`config.mk`:
```
export PLATFORM = sky130hd
export DESIGN_NAME = fifo_dma_channel_setup
export DESIGN_NICKNAME = d
export VERILOG_FILES = /design/src/hdl/dma_setup_pkg.sv /design/src/hdl/mode_reg.sv /design/src/hdl/fifo_dma_channel_setup.sv
export SDC_FILE = /design/constraint.sdc
export NUM_CORES = 1
export LEC_CHECK = 0
export BUFFER_PORTS_ARGS = -buffer_cell sky130_fd_sc_hd__buf_4
export CAP_MARGIN = 20
export CORE_AREA = 4 4 155 142
export CTS_CLUSTER_DIAMETER = 150
export DETAILED_ROUTE_END_ITERATION = 10
export DIE_AREA = 0 0 159 146
export PLACE_DENSITY_LB_ADDON = 0.1
export SLEW_MARGIN = 15
export SYNTH_ARGS = -nofsm -noshare
export SYNTH_HDL_FRONTEND = slang
export SYNTH_SLANG_ARGS = --single-unit
```
`constraint.sdc`:
```
create_clock -name i_clk -period 2.05 [get_ports i_clk]
set_input_delay 0.205 -clock i_clk [delete_from_list [all_inputs] [get_ports i_clk]]
set_output_delay 0.205 -clock i_clk [all_outputs]
set_load 0.05 [all_outputs]
```
`src/hdl/dma_setup_pkg.sv`:
```
// Package: register offsets, field positions, reset values and identity constants
package dma_setup_pkg;
  // Configuration space word offsets (byte addresses)
  localparam logic [11:0] CFG_ID_OFFSET     = 12'h000;
  localparam logic [11:0] CFG_SUBID_OFFSET  = 12'h02c;
  localparam logic [11:0] CFG_BAR0_OFFSET   = 12'h010;
  localparam logic [11:0] CFG_BAR1_OFFSET   = 12'h014;
  localparam logic [11:0] CFG_BAR2_OFFSET   = 12'h018;
  localparam logic [11:0] CFG_BAR3_OFFSET   = 12'h01c;
  // Bridge register offsets (byte addresses within window 0/1)
  localparam logic [11:0] LOCAL_RANGE_OFFSET = 12'h000;
  localparam logic [11:0] DMA0_MODE_OFFSET   = 12'h080;
  localparam logic [11:0] DMA1_MODE_OFFSET   = 12'h094;
  localparam logic [11:0] MAILBOX0_OFFSET    = 12'h040;
  localparam logic [11:0] MAILBOX7_OFFSET    = 12'h05c;
  localparam logic [11:0] DOORBELL0_OFFSET   = 12'h060;
  localparam logic [11:0] DOORBELL1_OFFSET   = 12'h064;
  // Local board register offsets (byte addresses within window 2)
  localparam logic [11:0] BOARD_STATUS_OFFSET = 12'h004;
  localparam logic [11:0] PIN_SOURCE_OFFSET   = 12'h040;
  // Local range: 4 KiB window, mask form as the bridge stores it
  localparam logic [31:0] LOCAL_RANGE_4K = 32'hfffff000;
  // Window base type bits: bit0 set means I/O space
  localparam logic [31:0] BAR_MEM_TYPE = 32'h00000000;
  localparam logic [31:0] BAR_IO_TYPE  = 32'h00000001;
  // Channel mode field positions
  localparam int MODE_WIDTH_LSB    = 0;
  localparam int MODE_READY_BIT    = 6;
  localparam int MODE_BURST_BIT    = 8;
  localparam int MODE_CHAIN_BIT    = 9;
  localparam int MODE_CONSTADR_BIT = 11;
  localparam int MODE_DEMAND_BIT   = 12;
  localparam int MODE_STOPSEL_BIT  = 15;
  localparam logic [31:0] MODE_WRITABLE = 32'h0003ffff; // D31:18 reserved
  localparam logic [31:0] MODE_RESET    = 32'h00000000;
  // Pin source termination-disable bit
  localparam int PIN_TERM_OFF_BIT = 30;
  localparam logic [31:0] PIN_SOURCE_RESET = 32'h00000000;
  // Board id jumper count
  localparam int BOARD_ID_BITS = 4;
  // Eeprom identity word indices
  localparam logic [1:0] EE_IDX_ID    = 2'h0;
  localparam logic [1:0] EE_IDX_SUBID = 2'h1;
  localparam logic [1:0] EE_IDX_RANGE = 2'h2;
  localparam logic [1:0] EE_IDX_LAST  = 2'h2;
  // Descriptor word count fetched per chain link
  localparam logic [1:0] DESC_WORDS = 2'h3;
endpackage

```
`src/hdl/mode_reg.sv`:
```
`timescale 1ns/1ps
// One DMA channel mode register with decoded steering outputs
module mode_reg (
  input  wire logic        i_clk,
  input  wire logic        i_rstn,
  input  wire logic        i_wr,
  input  wire logic [31:0] i_wdata,
  output logic      [31:0] o_value,
  output logic             o_chain,
  output logic             o_demand,
  output logic             o_const_addr,
  output logic             o_wide
);
  // Reserved bits are never stored so they read back as zero
  always_ff @(posedge i_clk or negedge i_rstn) begin
    if (!i_rstn) begin
      o_value <= dma_setup_pkg::MODE_RESET;
    end else if (i_wr) begin
      o_value <= i_wdata & dma_setup_pkg::MODE_WRITABLE;
    end
  end

  assign o_chain      = o_value[dma_setup_pkg::MODE_CHAIN_BIT];
  assign o_demand     = o_value[dma_setup_pkg::MODE_DEMAND_BIT];
  assign o_const_addr = o_value[dma_setup_pkg::MODE_CONSTADR_BIT];
  assign o_wide       = &o_value[dma_setup_pkg::MODE_WIDTH_LSB +: 2];
endmodule

```
`src/hdl/fifo_dma_channel_setup.sv`:
```
`timescale 1ns/1ps
// Bridge setup: identity load, windows, local range, DMA mode regs, board status
// Summary of operation
// - Identity and subsystem identity load from eeprom after reset, read only.
// - Window 0 memory, 1 I/O for bridge regs, 2 memory local, 3 unused.
// - Local memory range initialises to four kilobytes.
// - Mailbox and doorbell writes have no board effect.
// - DMA targets only the four FIFO locations, demand or non-demand.
// - Two channels, mode registers at 0x80 and 0x94.
// - Chaining fetches source, destination and count from host memory.
// - Demand mode paces transfers by the demand request signal.
// - Jumper installed reads 1 in status bits 0 to 3.
// - Pin source bit 30 disables built-in transceiver termination.
module fifo_dma_channel_setup #(
  parameter int FIFO_COUNT = 4
) (
  input  wire logic        i_clk,
  input  wire logic        i_rstn,
  // Eeprom load stream: one word per valid, in index order
  input  wire logic        i_ee_valid,
  input  wire logic [31:0] i_ee_data,
  output logic             o_ee_done,
  // Configuration space read port
  input  wire logic        i_cfg_rd,
  input  wire logic [11:0] i_cfg_addr,
  output logic [31:0]      o_cfg_rdata,
  // Bridge register port (window 0 memory or window 1 I/O)
  input  wire logic        i_brg_wr,
  input  wire logic        i_brg_rd,
  input  wire logic [11:0] i_brg_addr,
  input  wire logic [31:0] i_brg_wdata,
  output logic [31:0]      o_brg_rdata,
  // Local board register port (window 2)
  input  wire logic        i_loc_wr,
  input  wire logic        i_loc_rd,
  input  wire logic [11:0] i_loc_addr,
  input  wire logic [31:0] i_loc_wdata,
  output logic [31:0]      o_loc_rdata,
  // Board pins
  input  wire logic [3:0]  i_board_id_header,
  output logic             o_term_disable,
  // DMA engine pacing and descriptor fetch
  input  wire logic [1:0]  i_start,
  input  wire logic [1:0]  i_demand_request_n,
  input  wire logic [1:0]  i_fifo_sel,
  output logic [1:0]       o_xfer_go,
  output logic [1:0]       o_desc_fetch,
  output logic [1:0]       o_desc_word,
  output logic [1:0]       o_fifo_sel_ok,
  output logic [1:0]       o_const_addr
);
  // Elaboration check: the select decode serves exactly four FIFO targets
  if (FIFO_COUNT != 4) begin : g_bad_fifo_count
    $error("FIFO_COUNT must be 4");
  end

  // Identity codes are arbitrary neutral values
  localparam logic [31:0] ID_DEFAULT    = 32'h00015a5a;
  localparam logic [31:0] SUBID_DEFAULT = 32'h00025a5a;

  logic [31:0] id_word;
  logic [31:0] subid_word;
  logic [31:0] local_range;
  logic [1:0]  ee_idx;
  logic [31:0] pin_source;
  logic [31:0] mode_val [2];
  logic [1:0]  chain;
  logic [1:0]  demand;
  logic [1:0]  wide;
  logic [1:0]  desc_busy;
  logic [1:0]  desc_cnt [2];

  // Eeprom load: identity words then local range, after each reset only
  wire ee_take = i_ee_valid && !o_ee_done;
  always_ff @(posedge i_clk or negedge i_rstn) begin
    if (!i_rstn) begin
      id_word     <= ID_DEFAULT;
      subid_word  <= SUBID_DEFAULT;
      local_range <= dma_setup_pkg::LOCAL_RANGE_4K;
      ee_idx      <= 2'h0;
      o_ee_done   <= 1'b0;
    end else if (ee_take) begin
      if (ee_idx == dma_setup_pkg::EE_IDX_ID) id_word <= i_ee_data;
      if (ee_idx == dma_setup_pkg::EE_IDX_SUBID) subid_word <= i_ee_data;
      if (ee_idx == dma_setup_pkg::EE_IDX_RANGE) local_range <= i_ee_data;
      ee_idx    <= ee_idx + 2'h1;
      o_ee_done <= (ee_idx == dma_setup_pkg::EE_IDX_LAST);
    end
  end

  // Config reads: identities fixed, windows report their space type
  always_ff @(posedge i_clk or negedge i_rstn) begin
    if (!i_rstn) begin
      o_cfg_rdata <= 32'h0;
    end else if (i_cfg_rd) begin
      case (i_cfg_addr)
        dma_setup_pkg::CFG_ID_OFFSET:    o_cfg_rdata <= id_word;
        dma_setup_pkg::CFG_SUBID_OFFSET: o_cfg_rdata <= subid_word;
        dma_setup_pkg::CFG_BAR0_OFFSET:  o_cfg_rdata <= dma_setup_pkg::BAR_MEM_TYPE;
        dma_setup_pkg::CFG_BAR1_OFFSET:  o_cfg_rdata <= dma_setup_pkg::BAR_IO_TYPE;
        dma_setup_pkg::CFG_BAR2_OFFSET:  o_cfg_rdata <= dma_setup_pkg::BAR_MEM_TYPE;
        default:                         o_cfg_rdata <= 32'h0; // Window 3 reads zero
      endcase
    end
  end

  // Bridge decode; mailbox and doorbell decode to nothing and are dropped
  wire wr_mode0 = i_brg_wr && (i_brg_addr == dma_setup_pkg::DMA0_MODE_OFFSET);
  wire wr_mode1 = i_brg_wr && (i_brg_addr == dma_setup_pkg::DMA1_MODE_OFFSET);

  mode_reg u_mode0 (
    .i_clk        (i_clk),
    .i_rstn       (i_rstn),
    .i_wr         (wr_mode0),
    .i_wdata      (i_brg_wdata),
    .o_value      (mode_val[0]),
    .o_chain      (chain[0]),
    .o_demand     (demand[0]),
    .o_const_addr (o_const_addr[0]),
    .o_wide       (wide[0])
  );
  mode_reg u_mode1 (
    .i_clk        (i_clk),
    .i_rstn       (i_rstn),
    .i_wr         (wr_mode1),
    .i_wdata      (i_brg_wdata),
    .o_value      (mode_val[1]),
    .o_chain      (chain[1]),
    .o_demand     (demand[1]),
    .o_const_addr (o_const_addr[1]),
    .o_wide       (wide[1])
  );

  // Bridge read mux; mailbox/doorbell read zero
  always_ff @(posedge i_clk or negedge i_rstn) begin
    if (!i_rstn) begin
      o_brg_rdata <= 32'h0;
    end else if (i_brg_rd) begin
      case (i_brg_addr)
        dma_setup_pkg::DMA0_MODE_OFFSET:   o_brg_rdata <= mode_val[0];
        dma_setup_pkg::DMA1_MODE_OFFSET:   o_brg_rdata <= mode_val[1];
        dma_setup_pkg::LOCAL_RANGE_OFFSET: o_brg_rdata <= local_range;
        default:                           o_brg_rdata <= 32'h0;
      endcase
    end
  end

  // Local board registers: pin source write, status shows jumpers
  always_ff @(posedge i_clk or negedge i_rstn) begin
    if (!i_rstn) begin
      pin_source <= dma_setup_pkg::PIN_SOURCE_RESET;
    end else if (i_loc_wr && i_loc_addr == dma_setup_pkg::PIN_SOURCE_OFFSET) begin
      pin_source <= i_loc_wdata;
    end
  end
  assign o_term_disable = pin_source[dma_setup_pkg::PIN_TERM_OFF_BIT];

  always_ff @(posedge i_clk or negedge i_rstn) begin
    if (!i_rstn) begin
      o_loc_rdata <= 32'h0;
    end else if (i_loc_rd) begin
      case (i_loc_addr)
        dma_setup_pkg::BOARD_STATUS_OFFSET: o_loc_rdata <= {28'h0, i_board_id_header};
        dma_setup_pkg::PIN_SOURCE_OFFSET:   o_loc_rdata <= pin_source;
        default:                            o_loc_rdata <= 32'h0;
      endcase
    end
  end

  // Per-channel pacing and descriptor fetch sequencing
  for (genvar c = 0; c < 2; c++) begin : g_ch
    // Only the four FIFO selects exist; packing refused in demand mode
    assign o_fifo_sel_ok[c] = (32'(i_fifo_sel) < FIFO_COUNT) && (wide[c] || !demand[c]);
    // Demand mode gates each beat on the active-low request
    assign o_xfer_go[c] = !desc_busy[c] && o_fifo_sel_ok[c]
                          && (!demand[c] || !i_demand_request_n[c]);
    assign o_desc_fetch[c] = desc_busy[c];
    assign o_desc_word[c]  = desc_cnt[c][0]; // Word index LSB only, one pin per channel
    // Chained start fetches source, destination and count words in turn
    always_ff @(posedge i_clk or negedge i_rstn) begin
      if (!i_rstn) begin
        desc_busy[c] <= 1'b0;
        desc_cnt[c]  <= 2'h0;
      end else if (desc_busy[c]) begin
        desc_cnt[c]  <= desc_cnt[c] + 2'h1;
        desc_busy[c] <= (desc_cnt[c] + 2'h1) != dma_setup_pkg::DESC_WORDS;
      end else if (i_start[c] && chain[c]) begin
        desc_busy[c] <= 1'b1;
        desc_cnt[c]  <= 2'h0;
      end
    end
  end

  // Identity cannot change once loaded
  AST_ID_STABLE: assert property (@(posedge i_clk) disable iff (!i_rstn)
    o_ee_done && $past(o_ee_done) |-> $stable(id_word) && $stable(subid_word))
    else $error("identity changed after load");
  AST_RANGE_RESET: assert property (@(posedge i_clk) disable iff (!i_rstn)
    !o_ee_done && ee_idx <= dma_setup_pkg::EE_IDX_RANGE
    |-> local_range == dma_setup_pkg::LOCAL_RANGE_4K)
    else $error("local range not 4k before load");
  AST_DOORBELL_INERT: assert property (@(posedge i_clk) disable iff (!i_rstn)
    i_brg_wr && i_brg_addr >= dma_setup_pkg::MAILBOX0_OFFSET
    && i_brg_addr <= dma_setup_pkg::DOORBELL1_OFFSET
    |=> $stable(mode_val[0]) && $stable(mode_val[1]) && $stable(pin_source))
    else $error("mailbox write changed state");
  AST_MODE_RESERVED: assert property (@(posedge i_clk) disable iff (!i_rstn)
    mode_val[0][31:18] == 14'h0 && mode_val[1][31:18] == 14'h0)
    else $error("reserved mode bits set");
  AST_MODE_WRITE: assert property (@(posedge i_clk) disable iff (!i_rstn)
    wr_mode1 |=> mode_val[1] == ($past(i_brg_wdata) & dma_setup_pkg::MODE_WRITABLE))
    else $error("channel 1 mode not written");
  AST_DEMAND_GATE: assert property (@(posedge i_clk) disable iff (!i_rstn)
    demand[0] && i_demand_request_n[0] |-> !o_xfer_go[0])
    else $error("demand transfer without request");
  AST_CHAIN_FETCH: assert property (@(posedge i_clk) disable iff (!i_rstn)
    !desc_busy[0] && i_start[0] && chain[0] |=> desc_busy[0] [*3] ##1 !desc_busy[0])
    else $error("descriptor fetch not three words");
  // Checked against the raw select and mode bits, not the decoded ok wire
  AST_FIFO_ONLY: assert property (@(posedge i_clk) disable iff (!i_rstn)
    o_xfer_go[1] |-> (32'(i_fifo_sel) < FIFO_COUNT)
    && !(demand[1] && mode_val[1][dma_setup_pkg::MODE_WIDTH_LSB +: 2] == 2'h0))
    else $error("transfer to non-FIFO target");
  AST_BOARD_ID: assert property (@(posedge i_clk) disable iff (!i_rstn)
    i_loc_rd && i_loc_addr == dma_setup_pkg::BOARD_STATUS_OFFSET
    |=> o_loc_rdata[3:0] == $past(i_board_id_header))
    else $error("board id mismatch");
  AST_TERM: assert property (@(posedge i_clk) disable iff (!i_rstn)
    i_loc_wr && i_loc_addr == dma_setup_pkg::PIN_SOURCE_OFFSET
    |=> o_term_disable == $past(i_loc_wdata[dma_setup_pkg::PIN_TERM_OFF_BIT]))
    else $error("termination disable not following bit 30");
endmodule

```
==> load_flow_metrics.sql, run 1 <==
INSERT INTO impl_metrics (metric_group, metric, value, unit) VALUES
('cells_and_area', 'final_cell_area', '14950', 'µm²'),
('critical_path', 'worst-path-buf-inv', '2', ''),
('critical_path', 'critPathArrivalTime', '1430', 'ps'),
('timing', 'timing.final.max_slew_violations', '0', ''),
('yosys', 'number_of_enable_flip_flop_cells_after_synthesis', '0', ''),
('job', 'timing.max_cap.violations', '0', ''),
('power', 'sequentialPowerShare', '50.2', '%'),
('critical_path', 'slowest_delay', '390', 'ps'),
('yosys', 'yosys-top-cells-area', 'dfrtp_1, mux2_2, dfstp_2', ''),
('outcome', 'outcome', 'finished, final reports clean', ''),
('power', 'comb_power_share', '15.4', '%'),
('yosys', 'yosysSeqAreaShare', '62.13', '%'),
('global_routing', 'first_global_vias', '8190', ''),
('route', 'route.vias.total', '7490', ''),
('power', 'cellLeakagePower', '0.007090', 'µW'),
('floorplanning', 'core-area', '20460', 'µm²'),
('critical_path', 'timing.critical_path.cells', 'inv_1 > and3_1 > buf_4', ''),
('route', 'drt_first_iter_violations', '295', ''),
('placement', 'place_ws', '79.46', 'ps'),
('critical_path', 'reg2reg_to', 'id_word[13]$_DFFE_PN0P_', ''),
('hold_path', 'hp-class', 'input port to register', ''),
('global_routing', 'grt-ovfl-total', '0', ''),
('timing', 'finalHoldViolations', '0', ''),
('clock_tree', 'cts_resized', '0', ''),
('cells_and_area', 'area_delta_synth_final', '37.05', '%'),
('placement', 'dp_cells', '1238', ''),
('cells_and_area', 'num-nets-final', '1250', ''),
('power', 'power_density', '944.8', 'nW/µm²'),
('clock_tree', 'clk_path_buf_depth', '3', ''),
('cells_and_area', 'multiInputGateArea', '3775', 'µm²'),
('yosys', 'yosys_most_used_dff', 'dfrtp_1', ''),
('clock_tree', 'clock_root_buffer_master', 'clkbuf_16', ''),
('clock_tree', 'deepest_level_of_the_cts_h_tree', '1', ''),
('global_routing', 'grt_max_degree', '69', ''),
('cells_and_area', 'drive_gt1_share', '49.46', '%'),
('floorplanning', 'initial_utilization', '53.33', '%'),
('critical_path', 'critPathRequiredTime', '1850', 'ps'),
('power', 'net_switching_share_of_the_total_power', '23.73', '%'),
('timing', 'finalCritPeriodShare', '79.61', '%'),
('floorplanning', 'die_area', '23210', 'µm²'),
('yosys', 'synthMostInstantiatedCell', 'dfrtp_1', ''),
('clock_tree', 'cts_num_sinks', '269', ''),
('floorplanning', 'die_h', '146', 'µm'),
('placement', 'place_congestion', '0.7662', ''),
('route', 'routed_wirelength', '26670', 'µm'),
('route', 'remaining_drc_errors', '0', ''),
('yosys', 'postSynthNetCount', '909', ''),
('power', 'peak_vdd_ir', '0.4872', 'mV'),
('power', 'p_int', '10780', 'µW'),
('global_routing', 'grt_usage', '22.90', '%'),
('clock_tree', 'cts_inserted_buffers', '27', ''),
('clock_tree', 'cts_setup_buffers', '0', ''),
('hold_path', 'worst_hold_path.num_cells', '3', ''),
('clock_tree', 'tritoncts', 'done', ''),
('yosys', 'synth_top_area_share', '52.98', '%'),
('power', 'switchingPower', '3353', 'µW'),
('cells_and_area', 'final-seq-area', '6779', 'µm²'),
('timing', 'post-route-min-period', '1632', 'ps'),
('timing', 'fmax', '612.7', 'MHz'),
('yosys', 'postSynthCellCount', '754', ''),
('placement', 'postPlaceCellArea', '13180', 'µm²'),
('cells_and_area', 'fin_cells', '1376', ''),
('yosys', 'synth_cell_type_count', '42', ''),
('placement', 'portBuffers', '241', ''),
('timing', 'worstMarginPinSlew', '713.4', 'ps'),
('route', 'post_dr_vias_cell', '5.443', ''),
('critical_path', 'setup_slack_reg_to_reg', '550', 'ps'),
('timing', 'finClkSkew', '14.42', 'ps'),
('clock_tree', 'worst_skew_pair.late_latency', '520', 'ps'),
('power', 'clock_power_share', '34.3', '%'),
('critical_path', 'worstSetupEndpointType', 'output port', '');
[state kept, by name, indices dropped and copies added, names as in the netlist]
name / count
pin_source: 32
o_desc_word: 2
u_mode0.o_value: 18
local_range: 32
o_brg_rdata: 32
desc_cnt: 2
id_word: 32
ee_idx: 2
subid_word: 32
o_loc_rdata: 32
u_mode1.o_value: 18
o_cfg_rdata: 32
o_ee_done: 1
o_desc_fetch: 2
[worst max path at each step]
stage | start | to | slack, ps | depth (start not counted)
5_1_grt | o_desc_fetch[0]$_DFF_PN0_ | o_xfer_go[0] | 300 | 3
6_report | o_desc_fetch[1]$_DFF_PN0_ | o_xfer_go[1] | 420 | 3
2_1_floorplan | i_brg_addr[9] | u_mode1.o_value[10]$_DFFE_PN0P_ | 170 | 5
4_1_cts | o_desc_fetch[0]$_DFF_PN0_ | o_xfer_go[0] | 390 | 3
3_5_place_dp | i_loc_addr[4] | pin_source[20]$_DFFE_PN0P_ | 80 | 6
3_3_place_gp | i_loc_addr[4] | pin_source[20]$_DFFE_PN0P_ | 130 | 6
[per-layer routing]
metal,GRT usage (%),share of wire [%],vias up
met1,30.47,43,3782
met3,6.400,6.7,42
met2,38.08,48,218
li1,-,-,3448
met4,4.859,2.0,0
met5,0,0,-
[kinds of logic after synthesis]
| group | share of synthesized area, % |
|---|---|
| DFF | 62.13 |
| muxes | 19.61 |
| AOI/OAI and AO/OA | 11.01 |
| buffers and inverters | 3.670 |
| and+or+nand+nor | 2.925 |
| adders and majority gates | 0.5734 |
| xor gates and xnor gates | 0.08029 |
[power groups by stage]
stage	Sequential, µW	Clock [µW]	Combinational, µW
after floorplan	7040	0	1430
after global placement	7150	0	1990
after detailed placement	7180	0	2060
after CTS	7090	4970	2210
after global routing	7220	5220	2410
final	7090	4850	2180
[cell type report]
type	count	share of cell area [%]
Sequential cell	269	45.34
Multi-Input combinational cell	396	25.24
Timing Repair Buffer	360	20.27
Clock buffer	43	5.523
Tap cell	260	2.176
Inverter	41	1.029
Clock inverter	7	0.4267
[worst register-to-register path, stage by stage (launching register included)]
cell and delay, ps:
dfrtp_1 350, inv_1 80, ha_1 210, nand2_2 60
buf_4 300, mux2_2 390
[per-stage QoR]
step | hold WS, ps | util [%] | power, µW
after floorplan | -90.59 | - | 8472
after global placement | 164.2 | 64.44 | 9137
after detailed placement | 163.9 | 64.44 | 9247
after CTS | 2.105 | 73.09 | 14270
after global routing | 35.04 | 73.09 | 14850
final | 16.97 | 73.09 | 14130
[cells in the final DEF, fill, tap and decap left out, types with 2 or more instances in the layout]
cell             n
a21oi_1          2
a22o_1          42
a22oi_1         53
and3_1           3
buf_12           8
buf_4          263
clkbuf_1         7
clkbuf_16       27
clkbuf_8         9
clkinv_2         5
dfrtp_1        231
dfstp_2         38
dlygate4sd3_1   88
ha_1             5
inv_1           41
mux2_2         170
mux2_4          13
mux2i_1          3
nand2_1         13
nand2_2          4
nand3_1          2
nor2_1           3
nor2b_1          3
nor4_2           2
nor4_4           3
o21ai_0          3
o22ai_1         32
o2bb2ai_1       22
or4_1            3
Power figures use the tool's default switching activity.
==> run 2: changes to the inputs <==
ABC_AREA = 1   (was default)
CORE_AREA = 4 4 160 147   (was 4 4 155 142)
DIE_AREA = 0 0 164 151   (was 0 0 159 146)
clock period = 1.7 ns   (was 2.05 ns; I/O delays follow)
==> load_flow_metrics.sql, run 2 <==
INSERT INTO impl_metrics (metric_group, metric, value, unit) VALUES
('yosys', 'yosys_most_used_dff', 'dfrtp_1', ''),
('critical_path', 'timing.critical_path.fanout_max', '3', ''),
('timing', 'fmax', '625.9', 'MHz'),
('clock_tree', 'tritoncts', 'done', ''),
('route', 'route.vias.total', '10150', ''),
('global_routing', 'grt-ovfl-total', '0', ''),
('yosys', 'compound_gate_portion_of_the_synthesized_area', '9.887', '%'),
('timing', 'finClkSkew', '13.64', 'ps'),
('critical_path', 'worstSetupStartpoint', 'u_mode0.o_value[0]$_DFFE_PN0P_', ''),
('clock_tree', 'cts_setup_buffers', '0', ''),
('critical_path', 'critPathRequiredTime', '1530', 'ps'),
('placement', 'dp_hpwl', '20310', 'µm'),
('power', 'power_density', '879.6', 'nW/µm²'),
('critical_path', 'critPathArrivalTime', '1430', 'ps'),
('yosys', 'yosys-top-cells-area', 'dfrtp_1, nand2_1, dfstp_2', ''),
('clock_tree', 'clock_root_buffer_master', 'clkbuf_16', ''),
('yosys', 'netlist_top_cells_count', 'nand2_1, dfrtp_1, o21ai_0', ''),
('critical_path', 'crit_path_start_kind', 'register', ''),
('route', 'drt_first_iter_violations', '718', ''),
('yosys', 'async_reset_ff_share', '100.0', '%'),
('hold_path', 'hp-class', 'input port to register', ''),
('floorplanning', 'number_of_i_o_pins', '258', ''),
('yosys', 'yosys_register_bits', '269', ''),
('global_routing', 'grt_first_pass_wirelength', '50940', 'µm'),
('placement', 'portBuffers', '241', ''),
('cells_and_area', 'drive_gt1_share', '24.40', '%'),
('route', 'dr.pass1.iters', '4', ''),
('critical_path', 'cp_slowest_cell', 'dfrtp_1', ''),
('timing', 'finalCritPeriodShare', '93.98', '%'),
('hold_path', 'hold_path_startpoint', 'i_ee_data[0]', ''),
('power', 'cellLeakagePower', '0.008096', 'µW'),
('route', 'remaining_drc_errors', '0', ''),
('route', 'ant_nets', '0', ''),
('critical_path', 'critical-path-top-cell-by-count', 'nand2_1', ''),
('outcome', 'outcome', 'finished, final reports clean', ''),
('yosys', 'synth_top_cell_by_area', 'dfrtp_1', ''),
('timing', 'count_of_final_setup_violators', '0', ''),
('placement', 'place_ws', '137.1', 'ps'),
('cells_and_area', 'postLayoutCoreUtil', '71.64', '%'),
('timing', 'totalNegativeSetupSlack', '0', 'ps'),
('clock_tree', 'path_clk_slew', '70', 'ps'),
('yosys', 'yosysSeqAreaShare', '58.10', '%'),
('critical_path', 'critical-path-top-delay-family', 'flip-flops', ''),
('cells_and_area', 'layout_commonest_cell', 'nand2_1', ''),
('clock_tree', 'cts_inserted_buffers', '28', ''),
('critical_path', 'worst-path-buf-inv', '1', ''),
('clock_tree', 'worst_skew_pair.late_latency', '530', 'ps'),
('critical_path', 'timing.critical_path.cells', 'nand2_1 > nand2_1 > nand2_1 > a21oi_2 > buf_6', ''),
('critical_path', 'worstSetupEndpointType', 'output port', ''),
('job', 'timing.max_cap.violations', '0', ''),
('global_routing', 'grt_max_degree', '65', ''),
('critical_path', 'setup_slack_reg_to_reg', '280', 'ps'),
('power', 'design_power_total', '13860', 'µW'),
('yosys', 'postSynthCellCount', '1345', ''),
('floorplanning', 'row_count', '52', ''),
('timing', 'post-route-min-period', '1598', 'ps'),
('placement', 'place_congestion', '0.8593', ''),
('yosys', 'synthMostInstantiatedCell', 'nand2_1', ''),
('cells_and_area', 'layout.cells.most_common_list', 'nand2_1, buf_4, dfrtp_1', ''),
('critical_path', 'regToRegStartpoint', 'o_ee_done$_DFFE_PN0P_', ''),
('global_routing', 'antenna_found_initial', '0', ''),
('timing', 'timing.final.max_slew_violations', '0', ''),
('critical_path', 'slowest_delay', '380', 'ps'),
('clock_tree', 'cts_num_sinks', '269', ''),
('clock_tree', 'deepest_level_of_the_cts_h_tree', '1', ''),
('floorplanning', 'core-area', '21990', 'µm²'),
('floorplanning', 'die_width', '164', 'µm'),
('route', 'post_dr_vias_cell', '5.134', ''),
('timing', 'setup_repair_after_global_routing_missed_its_margin', 'no', ''),
('critical_path', 'setup.worst_path.class', 'register to output port', ''),
('floorplanning', 'die_h', '151', 'µm'),
('cells_and_area', 'area_delta_synth_final', '35.02', '%'),
('timing', 'finalHoldViolations', '0', ''),
('yosys', 'muxShareOfSynthArea', '0', '%'),
('yosys', 'postSynthAreaPerCell', '8.675', 'µm²'),
('route', 'routed_wirelength', '30970', 'µm'),
('timing', 'layout_setup_ws', '102.4', 'ps'),
('timing', 'relSlewSlack', '65.97', '%'),
('yosys', 'synth_area', '11670', 'µm²'),
('placement', 'postPlaceCellArea', '13880', 'µm²'),
('yosys', 'postSynthNetCount', '1500', ''),
('global_routing', 'first_global_vias', '10310', ''),
('yosys', 'synth-adder-area-share', '0.5362', '%'),
('yosys', 'synth_xor_area_share', '0.07507', '%'),
('global_routing', 'grt_usage', '25.27', '%'),
('cells_and_area', 'final_cell_area', '15750', 'µm²'),
('clock_tree', 'clk_path_buf_depth', '3', ''),
('floorplanning', 'initial_utilization', '53.06', '%'),
('cells_and_area', 'num-nets-final', '1813', ''),
('yosys', 'number_of_enable_flip_flop_cells_after_synthesis', '0', ''),
('cells_and_area', 'antennaDiodeCount', '0', ''),
('power', 'peak_vdd_ir', '0.6870', 'mV'),
('yosys', 'synth.yosys.warnings', '0', ''),
('floorplanning', 'die_area', '24760', 'µm²'),
('yosys', 'synth_top_family_by_area', 'simple AND/OR/NAND/NOR gates', ''),
('yosys', 'synthSimpleGateAreaFrac', '25.21', '%'),
('route', 'route.detailed.wl_per_inst', '15.67', 'µm'),
('yosys', 'synth_top_area_share', '49.54', '%'),
('yosys', 'synth_cell_type_count', '31', ''),
('timing', 'worstMarginPinSlew', '510.4', 'ps');
-- run 2: worst paths after layout --
path                                          endpoint  cells past startpoint
min reg2reg                o_cfg_rdata[28]$_DFFE_PN0P_                      2
min in group asynchronous  o_loc_rdata[12]$_DFFE_PN0P_                      2
max                                       o_xfer_go[0]                      5
max in group asynchronous    subid_word[6]$_DFFE_PN1P_                      3
max reg2reg                local_range[12]$_DFFE_PN1P_                      6
min                             id_word[0]$_DFFE_PN0P_                      3
-- run 2: routing by layer --
layer  track usage [%]  vias up  routed length, µm
met1             33.05     4841              12870
met3             4.816       75               2008
met5                 0        -                  0
met2             42.69      301              15010
met4             8.595        0               1089
li1                  -     4933                  -
-- run 2: power by group --
group          switching, µW  leakage (µW)  internal, µW
Sequential              44.7       0.00359          6470
Clock                   2470      0.000473          3760
Combinational            612       0.00403           498
Total                   3130       0.00810         10700
-- run 2: cell families after synthesis --
group / after synthesis
xor+xnor: 1
compound gates: 217
simple gates: 697
fa+ha+maj: 5
buf+inv: 156
flops: 269
-- run 2: timing repair --
item | CTS | global route
setup endpoints to repair | 0 | 2
hold endpoints to repair | 290 | 0
hold buffers | 90 | 0
gates resized for setup | 0 | 4
-- run 2: area by class of cell --
type	instances	area, µm²
fill	1746	6237
sequential	269	6779
clock buffer	42	854.6
clock inverter	10	105.1
inverter	71	266.5
timing repair buffer	368	3191
multi-input combinational	920	4187
tap	297	371.6
-- run 2: worst reg2reg max path, cell delays in order (launching register included) --
cell and delay, ps:
dfrtp_1 380, inv_1 70, nand2_1 120, inv_1 200
nand2_2 70, buf_4 250, o21ai_0 240
-- run 2: per-stage QoR --
| step | hold WS, ps | std cells |
|---|---|---|
| floorplan | -125.6 | 1345 |
| global placement | 133.4 | 1835 |
| detailed placement | 138.7 | 1835 |
| CTS | 7.275 | 1977 |
| global route | 36.08 | 1977 |
| finish | 17.06 | 1977 |
